--- config.mk ---
export PLATFORM = sky130hd
export DESIGN_NAME = ambient_source_command_handler
export DESIGN_NICKNAME = d
export VERILOG_FILES = /design/src/inc/amb_src_pkg.sv /design/src/hdl/ambient_source_command_handler.sv /design/src/hdl/setup_store.sv
export SDC_FILE = /design/constraint.sdc
export NUM_CORES = 2
export LEC_CHECK = 0
export BUFFER_PORTS_ARGS = -buffer_cell sky130_fd_sc_hd__buf_2
export CAP_MARGIN = 10
export CORE_ASPECT_RATIO = 0.9
export CORE_MARGIN = 2
export CORE_UTILIZATION = 45
export CTS_BUF_LIST = sky130_fd_sc_hd__clkbuf_4 sky130_fd_sc_hd__clkbuf_8
export CTS_CLUSTER_SIZE = 30
export DETAILED_ROUTE_END_ITERATION = 6
export SYNTH_ARGS = -nofsm -noshare
export SYNTH_HDL_FRONTEND = slang
export SYNTH_HIERARCHICAL = 1
export SYNTH_SLANG_ARGS = --single-unit
--- constraint.sdc ---
create_clock -name clk_in -period 9.03 [get_ports clk_in]
set_input_delay 0.903 -clock clk_in [delete_from_list [all_inputs] [get_ports clk_in]]
set_output_delay 0.903 -clock clk_in [all_outputs]
set_load 0.01 [all_outputs]
--- src/inc/amb_src_pkg.sv ---
// Shared constants and carriers for the ambient source command handler.
// Assumes commands arrive already parsed from text into cmd_t fields.
package amb_src_pkg;

   // Setup index range and special slots
   localparam logic [4:0] SETUP_MIN = 5'h01;
   localparam logic [4:0] SETUP_MAX = 5'h15;
   localparam logic [4:0] SETUP_FIXED = 5'h01;
   localparam logic [4:0] SETUP_REMOTE_ONLY = 5'h15;
   localparam int SETUP_AW = 5;
   localparam int SETUP_DEPTH = 21;

   // Source codes as carried in a command
   localparam logic [2:0] SRC_INTERNAL = 3'h0;
   localparam logic [2:0] SRC_DEFAULT = 3'h1;
   localparam logic [2:0] SRC_USER = 3'h2;
   localparam logic [2:0] SRC_EXT_REF = 3'h3;
   localparam logic [2:0] SRC_BARO = 3'h4;

   // Error codes in a reply
   localparam logic [1:0] ERR_NONE = 2'h0;
   localparam logic [1:0] ERR_SETUP = 2'h1;
   localparam logic [1:0] ERR_SOURCE = 2'h2;
   localparam logic [1:0] ERR_MEAS = 2'h3;

   typedef logic signed [23:0] meas_t;

   // Temperature in 0.01 degC, pressure in 0.0001 kPa absolute
   localparam meas_t TEMP_USER_MIN = 24'sh000000;
   localparam meas_t TEMP_USER_MAX = 24'sh001388;
   localparam meas_t PRESS_USER_MIN = 24'sh0aae60;
   localparam meas_t PRESS_USER_MAX = 24'sh10c8e0;

   // Read-all text layout: field count, separator, decimals per field
   localparam int ALL_FIELDS = 5;
   localparam logic [7:0] ALL_SEPARATOR = 8'h2c;
   localparam logic [2:0] DEC_PRESS = 3'h4;
   localparam logic [2:0] DEC_VACUUM = 3'h1;
   localparam logic [2:0] DEC_HUMIDITY = 3'h0;
   localparam logic [2:0] DEC_TEMP = 3'h2;

   typedef enum logic [2:0] {
      CMD_TEMP_SET, CMD_TEMP_QUERY, CMD_PRESS_SET, CMD_PRESS_QUERY,
      CMD_READ_ALL
   } cmd_kind_t;

   typedef enum logic [1:0] {UNIT_KPAA, UNIT_PAA, UNIT_PCT, UNIT_DC} unit_t;

   typedef struct packed {
      cmd_kind_t kind;
      logic [4:0] setup;
      logic [2:0] source;
      logic has_meas;
      meas_t meas;
      logic remote;
   } cmd_t;

   typedef struct packed {
      logic [2:0] temp_src;
      meas_t temp_user;
      logic [2:0] press_src;
      meas_t press_user;
   } setup_entry_t;

   typedef struct packed {
      logic [1:0] err;
      logic [2:0] src;
      meas_t value;
      unit_t unit;
   } rsp_t;

   // Vacuum in 0.1 Pa, humidity in whole percent
   typedef struct packed {
      meas_t temp;
      meas_t press;
      meas_t ext_ref_press;
      meas_t baro_press;
      meas_t vacuum;
      logic [7:0] humidity;
      meas_t piston_temp;
   } sensor_t;

   // Fields in reply order, first field in the top bits
   typedef struct packed {
      meas_t press;
      meas_t vacuum;
      logic vacuum_present;
      logic [7:0] humidity;
      meas_t amb_temp;
      meas_t piston_temp;
   } amb_all_t;

   // Value after reset of every stored setup
   localparam setup_entry_t ENTRY_RESET = '{
      temp_src: SRC_INTERNAL, temp_user: 24'sh0007d0,
      press_src: SRC_INTERNAL, press_user: 24'sh0f7602};

endpackage

--- src/hdl/ambient_source_command_handler.sv ---
// Ambient source command handler: set/query of temperature and pressure
// sources per setup, and read-all of the five ambient conditions.
// Assumes parsed commands and sensor values on the same clock.
// Function
// - Temperature source command has set form and query form taking only the setup index
// - Setup index accepted only from 1 to 21
// - Setup 21 usable only from remote communication
// - Temperature source is internal, factory default or user value
// - Measurement value accepted only with user source, else rejected
// - User temperature must be 0 to 50 degC inclusive
// - User pressure must be 70 to 110 kPa absolute
// - Setup 1 stays internal and refuses any change
// - Every source reply carries source and value with unit
// - External pressure choice switches every externally sourced setup
// - Errors: 1 bad setup, 2 bad source, 3 bad value
// - Read-all takes no argument, values from active setup sources
// - Read-all lists each value with unit, comma separated
// - Read-all fields have fixed units and decimals
// - Order: pressure, vacuum, humidity, ambient temp, piston temp
// - Vacuum field meaningful only with bell jar fitted
`timescale 1ns/100ps
module ambient_source_command_handler import amb_src_pkg::*; #(
   parameter meas_t DEFAULT_TEMP = 24'sh0007d0,
   parameter meas_t DEFAULT_PRESS = 24'sh0f7602
) (
   // Clock and reset
   input wire logic clk_in,
   input wire logic rst_n_in,
   // Parsed command
   input wire logic cmd_valid_in,
   input wire cmd_t cmd_in,
   output logic cmd_ready_out,
   // Environment
   input wire logic [4:0] active_setup_in,
   input wire logic bell_jar_fitted_in,
   input wire sensor_t sensors_in,
   // Reply
   output logic rsp_valid_out,
   output rsp_t rsp_out,
   output amb_all_t all_out
);

   typedef enum logic [1:0] {ST_IDLE, ST_EVAL, ST_SWEEP_RD, ST_SWEEP_WR}
      state_t;

   state_t state, next_state;
   cmd_t cmd, next_cmd;
   rsp_t next_rsp;
   amb_all_t next_all;
   logic next_rsp_valid;
   logic [4:0] sweep_idx, next_sweep_idx;
   logic [2:0] sweep_src, next_sweep_src;

   logic [4:0] rd_addr, wr_addr;
   logic wr_en;
   setup_entry_t mem_q, entry_new;
   logic is_set, is_temp, setup_bad, src_bad, meas_bad;
   logic [1:0] err;

   function automatic logic [4:0] slot_of(logic [4:0] setup);
      if (setup >= SETUP_MIN && setup <= SETUP_MAX) begin
         slot_of = setup - SETUP_MIN;
      end else begin
         slot_of = 5'h00;
      end
   endfunction

   function automatic meas_t temp_of(setup_entry_t e, sensor_t s);
      case (e.temp_src)
         SRC_USER: temp_of = e.temp_user;
         SRC_DEFAULT: temp_of = DEFAULT_TEMP;
         default: temp_of = s.temp;
      endcase
   endfunction

   function automatic meas_t press_of(setup_entry_t e, sensor_t s);
      case (e.press_src)
         SRC_USER: press_of = e.press_user;
         SRC_DEFAULT: press_of = DEFAULT_PRESS;
         SRC_EXT_REF: press_of = s.ext_ref_press;
         SRC_BARO: press_of = s.baro_press;
         default: press_of = s.press;
      endcase
   endfunction

   function automatic logic is_external(logic [2:0] src);
      is_external = (src == SRC_EXT_REF) || (src == SRC_BARO);
   endfunction

   // One entry per setup, slot = setup - 1
   setup_store #(
      .DEPTH(SETUP_DEPTH),
      .AW(SETUP_AW)
   ) u_store (
      .clk_in(clk_in),
      .rst_n_in(rst_n_in),
      .rd_addr_in(rd_addr),
      .rd_data_out(mem_q),
      .wr_en_in(wr_en),
      .wr_addr_in(wr_addr),
      .wr_data_in(entry_new)
   );

   // Validation of the held command
   assign is_set = (cmd.kind == CMD_TEMP_SET) || (cmd.kind == CMD_PRESS_SET);
   assign is_temp = (cmd.kind == CMD_TEMP_SET) ||
                    (cmd.kind == CMD_TEMP_QUERY);
   assign setup_bad = (cmd.setup < SETUP_MIN) || (cmd.setup > SETUP_MAX) ||
      (cmd.setup == SETUP_REMOTE_ONLY && !cmd.remote) ||
      (is_set && cmd.setup == SETUP_FIXED);
   assign src_bad = is_set && (is_temp ? (cmd.source > SRC_USER)
                                       : (cmd.source > SRC_BARO));
   assign meas_bad = is_set && cmd.has_meas && ((cmd.source != SRC_USER) ||
      (is_temp ? (cmd.meas < TEMP_USER_MIN ||
                  cmd.meas > TEMP_USER_MAX)
               : (cmd.meas < PRESS_USER_MIN ||
                  cmd.meas > PRESS_USER_MAX)));

   always_comb begin
      if (cmd.kind == CMD_READ_ALL) begin
         err = ERR_NONE;
      end else if (setup_bad) begin
         err = ERR_SETUP;
      end else if (src_bad) begin
         err = ERR_SOURCE;
      end else if (meas_bad) begin
         err = ERR_MEAS;
      end else begin
         err = ERR_NONE;
      end
   end

   // Entry after a successful set, or with press_src set to sweep_src during the sweep
   always_comb begin
      entry_new = mem_q;
      if (state == ST_SWEEP_WR) begin
         entry_new.press_src = sweep_src;
      end else if (cmd.kind == CMD_TEMP_SET) begin
         entry_new.temp_src = cmd.source;
         if (cmd.has_meas) begin
            entry_new.temp_user = cmd.meas;
         end
      end else if (cmd.kind == CMD_PRESS_SET) begin
         entry_new.press_src = cmd.source;
         if (cmd.has_meas) begin
            entry_new.press_user = cmd.meas;
         end
      end
   end

   assign cmd_ready_out = (state == ST_IDLE);

   always_comb begin
      next_state = state;
      next_cmd = cmd;
      next_rsp = rsp_out;
      next_all = all_out;
      next_rsp_valid = 1'b0;
      next_sweep_idx = sweep_idx;
      next_sweep_src = sweep_src;
      rd_addr = sweep_idx;
      wr_addr = slot_of(cmd.setup);
      wr_en = 1'b0;
      case (state)
         ST_IDLE: begin
            rd_addr = (cmd_in.kind == CMD_READ_ALL) ? slot_of(active_setup_in)
                                                    : slot_of(cmd_in.setup);
            if (cmd_valid_in) begin
               next_cmd = cmd_in;
               next_state = ST_EVAL;
            end
         end
         ST_EVAL: begin
            next_rsp.err = err;
            next_rsp.src = 3'h0;
            next_rsp.value = '0;
            next_rsp.unit = UNIT_KPAA;
            if (cmd.kind == CMD_READ_ALL) begin
               next_all.press = press_of(mem_q, sensors_in);
               next_all.vacuum_present = bell_jar_fitted_in;
               next_all.vacuum = bell_jar_fitted_in ? sensors_in.vacuum
                                                    : '0;
               next_all.humidity = sensors_in.humidity;
               next_all.amb_temp = temp_of(mem_q, sensors_in);
               next_all.piston_temp = sensors_in.piston_temp;
               next_rsp_valid = 1'b1;
               next_state = ST_IDLE;
            end else begin
               if (err == ERR_NONE) begin
                  wr_en = is_set;
                  next_rsp.src = is_temp ? entry_new.temp_src
                                         : entry_new.press_src;
                  next_rsp.value = is_temp ? temp_of(entry_new, sensors_in)
                                           : press_of(entry_new, sensors_in);
                  next_rsp.unit = is_temp ? UNIT_DC : UNIT_KPAA;
               end
               if (err == ERR_NONE && cmd.kind == CMD_PRESS_SET &&
                   is_external(cmd.source)) begin
                  next_sweep_idx = 5'h00;
                  next_sweep_src = cmd.source;
                  next_state = ST_SWEEP_RD;
               end else begin
                  next_rsp_valid = 1'b1;
                  next_state = ST_IDLE;
               end
            end
         end
         ST_SWEEP_RD: begin
            next_state = ST_SWEEP_WR;
         end
         ST_SWEEP_WR: begin
            wr_addr = sweep_idx;
            wr_en = is_external(mem_q.press_src) &&
                    (mem_q.press_src != sweep_src);
            if (sweep_idx == SETUP_MAX - SETUP_MIN) begin
               next_rsp_valid = 1'b1;
               next_state = ST_IDLE;
            end else begin
               next_sweep_idx = sweep_idx + 5'h01;
               next_state = ST_SWEEP_RD;
            end
         end
         default: begin
            next_state = ST_IDLE;
         end
      endcase
   end

   always_ff @(posedge clk_in) begin
      if (!rst_n_in) begin
         state <= ST_IDLE;
         cmd <= '0;
         rsp_out <= '0;
         all_out <= '0;
         rsp_valid_out <= 1'b0;
         sweep_idx <= 5'h00;
         sweep_src <= SRC_INTERNAL;
      end else begin
         state <= next_state;
         cmd <= next_cmd;
         rsp_out <= next_rsp;
         all_out <= next_all;
         rsp_valid_out <= next_rsp_valid;
         sweep_idx <= next_sweep_idx;
         sweep_src <= next_sweep_src;
      end
   end

   logic ok_setup;
   assign ok_setup = cmd.setup > SETUP_FIXED && cmd.setup < SETUP_MAX;
endmodule

--- src/hdl/setup_store.sv ---
// Stored source configuration per setup, one read and one write port.
// Assumes one clock; read data appear one cycle after the address.
`timescale 1ns/100ps
module setup_store import amb_src_pkg::*; #(
   parameter int DEPTH = SETUP_DEPTH,
   parameter int AW = SETUP_AW
) (
   // Clock and reset
   input wire logic clk_in,
   input wire logic rst_n_in,
   // Read port
   input wire logic [AW-1:0] rd_addr_in,
   output setup_entry_t rd_data_out,
   // Write port
   input wire logic wr_en_in,
   input wire logic [AW-1:0] wr_addr_in,
   input wire setup_entry_t wr_data_in
);

   if (DEPTH < 2 || DEPTH > (1 << AW)) begin : g_bad_depth
      $error("setup_store depth does not fit the address width");
   end

   setup_entry_t mem [DEPTH];

   always_ff @(posedge clk_in) begin
      if (!rst_n_in) begin
         for (int i = 0; i < DEPTH; i++) begin
            mem[i] <= ENTRY_RESET;
         end
         rd_data_out <= ENTRY_RESET;
      end else begin
         if (wr_en_in && int'(wr_addr_in) < DEPTH) begin
            mem[wr_addr_in] <= wr_data_in;
         end
         rd_data_out <= (int'(rd_addr_in) < DEPTH) ? mem[rd_addr_in]
                                                   : ENTRY_RESET;
      end
   end

endmodule

# Yosys cells after proc, flatten, opt, wreduce, memory -nomap -nowiden
# Memories as Yosys holds them, arrays and structs flattened. A register that Yosys moved wholly into a read port is not among the register bits.
# Cells that the tools add are included.
# op_classes
n_addsub	4
order_cmp	16
eq_ne	30
muxes	53
bitwise_logic	1
reduce_logical	34
# ops
op	count
$pmux 24 s4	2
$mux 24	5
$mux 27	4
$pmux 24 s2	2
$mux 29	2
$mux 54	1
$reduce_or 54->1	1
$mux 5	10
$eq 3x2->1 const B	8
$gt 24x14->1 const B	1
$gt 24x22->1 const B	1
$lt 24x1->1 const B	1
$lt 24x21->1 const B	1
$mux 2	9
$eq 3x1->1 const B	5
$eq 3x3->1 const B	5
$ge 5x1->1 const B	3
$le 5x5->1 const B	3
$sub 5x1->5 const B	3
$logic_and 1x1->1	12
$mux 1	12
$eq 5x5->1 const B	2
$logic_or 1x1->1	10
$lt 5x5->1 const B	2
other kinds (23)	33
# word_totals
reg_bits	184
ram_bits	1134
input_bits	198
output_inout_bits	138
wordCells	159
memories	1
# memory_table
name	words	word_bits	read_ports	rd_clocked_by_memory_dff	wr	line_no	rtl
u_store.mem	21	54	1	1	21	setup_store.sv:24	setup_entry_t mem [DEPTH];

# Longest topological paths before layout
# logic_depth
depth_word	19
depth_mapped	16
depth_no_buf	13

# Cells and area by module
# The synthesis kept the hierarchy.
# by_module_without_submodules
mod	n_inst	cells_each	area_each_um2	seq_area_each_um2
setup_store	1	4605	70904.3	49127.1
ambient_source_command_handler	1	1370	10774.1	3663.5

# Worst setup path after synthesis
# Ideal clock, no wire load.
# synth_timing
path_type	register to register
from	register cmd[17] (netlist name)
to	memory u_store/mem[8][0] (netlist name) (enable)
setup_time_ns	0.540
t_arrival_ns	6.841
required_ns	8.490
setup_slack_ns	1.649
stages_incl_launch_ff	13
path_buffers	2
synth_period_minus_slack_ns	7.381
path_cell_list	dfxtp_1 > or4_4 > a2111oi_2 > o21ai_1 > a211o_1 > a2111oi_4 > o211ai_1 > o21ai_1 > nand2_1 > or3_1 > clkbuf_1 > clkbuf_1 > o21ai_0
# synth_rtl
element	line_no	rtl
start, declared	ambient_source_command_handler.sv:47	cmd_t cmd, next_cmd;
start signal, assigned	ambient_source_command_handler.sv:240	cmd <= next_cmd;
end, declared	setup_store.sv:24	

==> results by group <==
Routing
  – Vias/cell: 5.77
  – Final WL: 258000 um
  – Drt wl/cell: 27.7 um
  – 1st-pass router iterations: 6
  – Post-route ant nets: 0
  – Iteration-0 DRC Markers: 6345
  – Drt drc: 0
  – Vias: 53.7k

Cells and area
  – Layout area overhead: 14.3%
  – Nets: 6845
  – Most common cell after layout, fill and taps aside: edfxtp_1
  – Layout Utilization: 51.7%
  – Post-route cell area: 93400 um^2
  – Commonest cells after routing, fill and taps aside: edfxtp_1 (1600), and2_1 (767), mux2i_1 (666)
  – Share of cells above drive strength 1: 17.8%

STA
  – Final period util: 71.4%
  – Worst hold slack: 106 ps
  – Setup WS post-layout: 2590 ps
  – Setup TNS: 0 ps
  – Max-Slew Margin vs Limit: 14.7%
  – RSZ-0062 raised after global routing: no
  – Minimum clock period: 6440 ps
  – Max Slew Vio Count: 0
  – Setup Skew: 70.1 ps
  – Max Fclk: 0.155 GHz
  – Worst-Margin Slew: 1280 ps
  – Final Hold Viols: 0
  – Final setup fails: 0

Yosys
  – Yosys reg bits: 1837
  – Synth Area in Compound Gates: 7.81%
  – Post-synthesis adder-cell area fraction: 0.123%
  – Cells after Synth: 5975
  – Async set-reset flop share out of synthesis: 0%
  – Synth area leaders: edfxtp_1 (59%), mux2i_1 (8.2%), and2_1 (5.9%)
  – Netlist Area Pre-Place: 81700 um^2
  – Synth area leader: edfxtp_1
  – Avg Synthesized Cell Area: 13.7 um^2
  – Register area share after synthesis: 64.6%
  – EDFF count, synth: 1600
  – Post-synthesis mux area share: 12.0%
  – Simple-Gate Fraction of Synth Area: 12.1%
  – Most used DFF post-synth: edfxtp_1
  – Largest family of logic cells by synthesized area: simple AND/OR/NAND/NOR gates
  – Top cell type's share of synthesized area: 58.8%
  – Synth warn: 6
  – Synth cell types: 82
  – Post-Synth XOR/XNOR Area: 0.118%

GRT
  – Antenna violations before repair: 35
  – First-pass GRT wire length: 367000 um
  – Gr ovfl total: 0
  – GRT Overall Usage: 27.4%
  – Vias in the first global route: 51.4k
  – Largest net degree at the start of global routing: 121

Clock network
  – CTS tree: done
  – Setup Buffers After CTS: 0
  – H-tree depth: 5
  – # clock sinks: 1837
  – Worst-Skew Late Latency: 1070 ps
  – CTS Buf Count: 316
  – Hold Buf Count CTS: 0
  – Clk buf depth: 4
  – Root buffer cell: clkbuf_8
  – Worst-path clk slew: 60 ps
  – Post-CTS sizing: 0

Die
  – Die area: 185000 um^2
  – Initial core utilization: 45.2%
  – Core box area: 181000 um^2
  – Die W: 453 um
  – Core Rows: 148
  – Die height: 408 um
  – IO Count: 336

Setup path
  – CP Launch Type: register
  – Setup Crit Path Kind: register to register
  – Worst Setup End Kind: register
  – Cells along the critical path: or4_4 -> a2111oi_2 -> o21ai_1 -> a211o_1 -> a2111oi_4 -> o211ai_1 -> o21ai_1 -> and4bb_2 -> nand2_1 -> nor3b_4 -> buf_4 -> nand2b_4 -> buf_4
  – CP arrival: 7110 ps
  – Slowest CP cell: and4bb_2
  – Largest stage delay, worst path: 970 ps
  – CP Max Fanout: 56
  – Critical path data required time: 9700 ps

Power and ir drop
  – Part of the power in registers: 49.2%
  – Worst vdd ir: 0.000164 V
  – Clock share of power: 36.9%
  – Sw Share: 27.8%
  – Comb power frac: 13.8%
  – Cell internal pwr: 0.0147 W
  – Cell area power density: 218 nW/um^2
  – Net Switching: 0.00565 W
  – Leak Pwr: 32.4 nW

Hold path
  – Hold Path Class: input port to register

Run status
  – Status: finished, final reports clean

Place
  – Placed cell areas: 87100 um^2
  – Dpl ws: 2580 ps
  – Placer Congestion: 0.943
  – Port bufs: 335
  – Post-DP HPWL: 156000 um

Job
  – MaxCap Viol Count: 0
-- metal layers --
layer / GRT usage [%] / vias to the layer above / wire length [um]
li1: - / 23400 / -
met1: 38.6 / 27100 / 108000
met2: 42.3 / 2654 / 117000
met3: 5.44 / 503 / 23600
met4: 9.17 / 4 / 8750
met5: 0 / - / 28
-- path summary, 6_finish.rpt --
check                               startpoint                   to  slack, ps  cells after the start
worst max-delay path                   cmd[17]  u_store/mem[20][39]       2590                     13
worst min-delay path            sensors_in[28]          all_out[52]        110                      3
worst max register to register         cmd[17]  u_store/mem[20][39]       2590                     13
worst min register to register     rsp_out[13]          rsp_out[13]        450                      2
-- registers in the layout, summed over array words and instances (netlist names) --
| name | cells |
|---|---|
| u_store/rd_data_out | 54 |
| sweep_src | 3 |
| all_out | 105 |
| cmd | 37 |
| rsp_out | 30 |
| sweep_idx | 5 |
| state | 2 |
| rsp_valid_out | 1 |
| u_store/mem | 1600 |
-- synthesized netlist by cell type (all sizes together), types with 44 or more instances --
library cell and n:
a22oi 176, o22ai 188, buf 132, or3 310
nand2b 44, mux4 96, a21boi 116, a21oi 58
clkbuf 446, edfxtp 1600, o21ai 165, nand2 292
mux2 82, dfxtp 237, mux2i 667, nand3 110
nor2 93, and2 771
-- power groups by stage --
stage	Clock, W	Combinational (W)	Sequential, W
after CTS	0.00764	0.00277	0.0100
after global placement	0	0.00274	0.0102
after detailed placement	0	0.00276	0.0102
after floorplan	0	0.00165	0.0101
after global routing	0.00800	0.00295	0.0101
final	0.00752	0.00281	0.0100
-- layout make-up --
type / instances / area, um^2
inverter: 26 / 97.6
sequential: 1837 / 52800
fill: 15500 / 87200
multi-input combinational: 3999 / 28500
timing repair buffer: 459 / 2690
tap: 2400 / 3000
clock buffer: 476 / 5780
antenna: 31 / 77.6
clock inverter: 64 / 385
-- critical path: cells and delay by family, from the launching register on --
family | cells | cell delay (ps)
compound gates | 6 | 1790
flops | 1 | 350
simple gates | 5 | 2590
buf+inv | 2 | 1270
-- cells by family (layout without fill, tap and decap cells) --
| family | count (synthesis) | in the layout |
|---|---|---|
| and+or+nand+nor | 1750 | 1750 |
| DFF | 1837 | 1837 |
| muxes | 845 | 845 |
| xor gates and xnor gates | 11 | 11 |
| adders and majority gates | 8 | 8 |
| AOI/OAI and AO/OA | 919 | 919 |
| buffers and inverters | 604 | 1025 |
| other | 1 | 497 |
-- per-stage QoR --
stage | total power [W] | cells
3_5_place_dp | 0.0130 | 8721
5_1_grt | 0.0210 | 9275
2_1_floorplan | 0.0117 | 6440
6_report | 0.0204 | 9292
3_3_place_gp | 0.0129 | 8721
4_1_cts | 0.0204 | 9261
(Power assumes the default switching activity.)
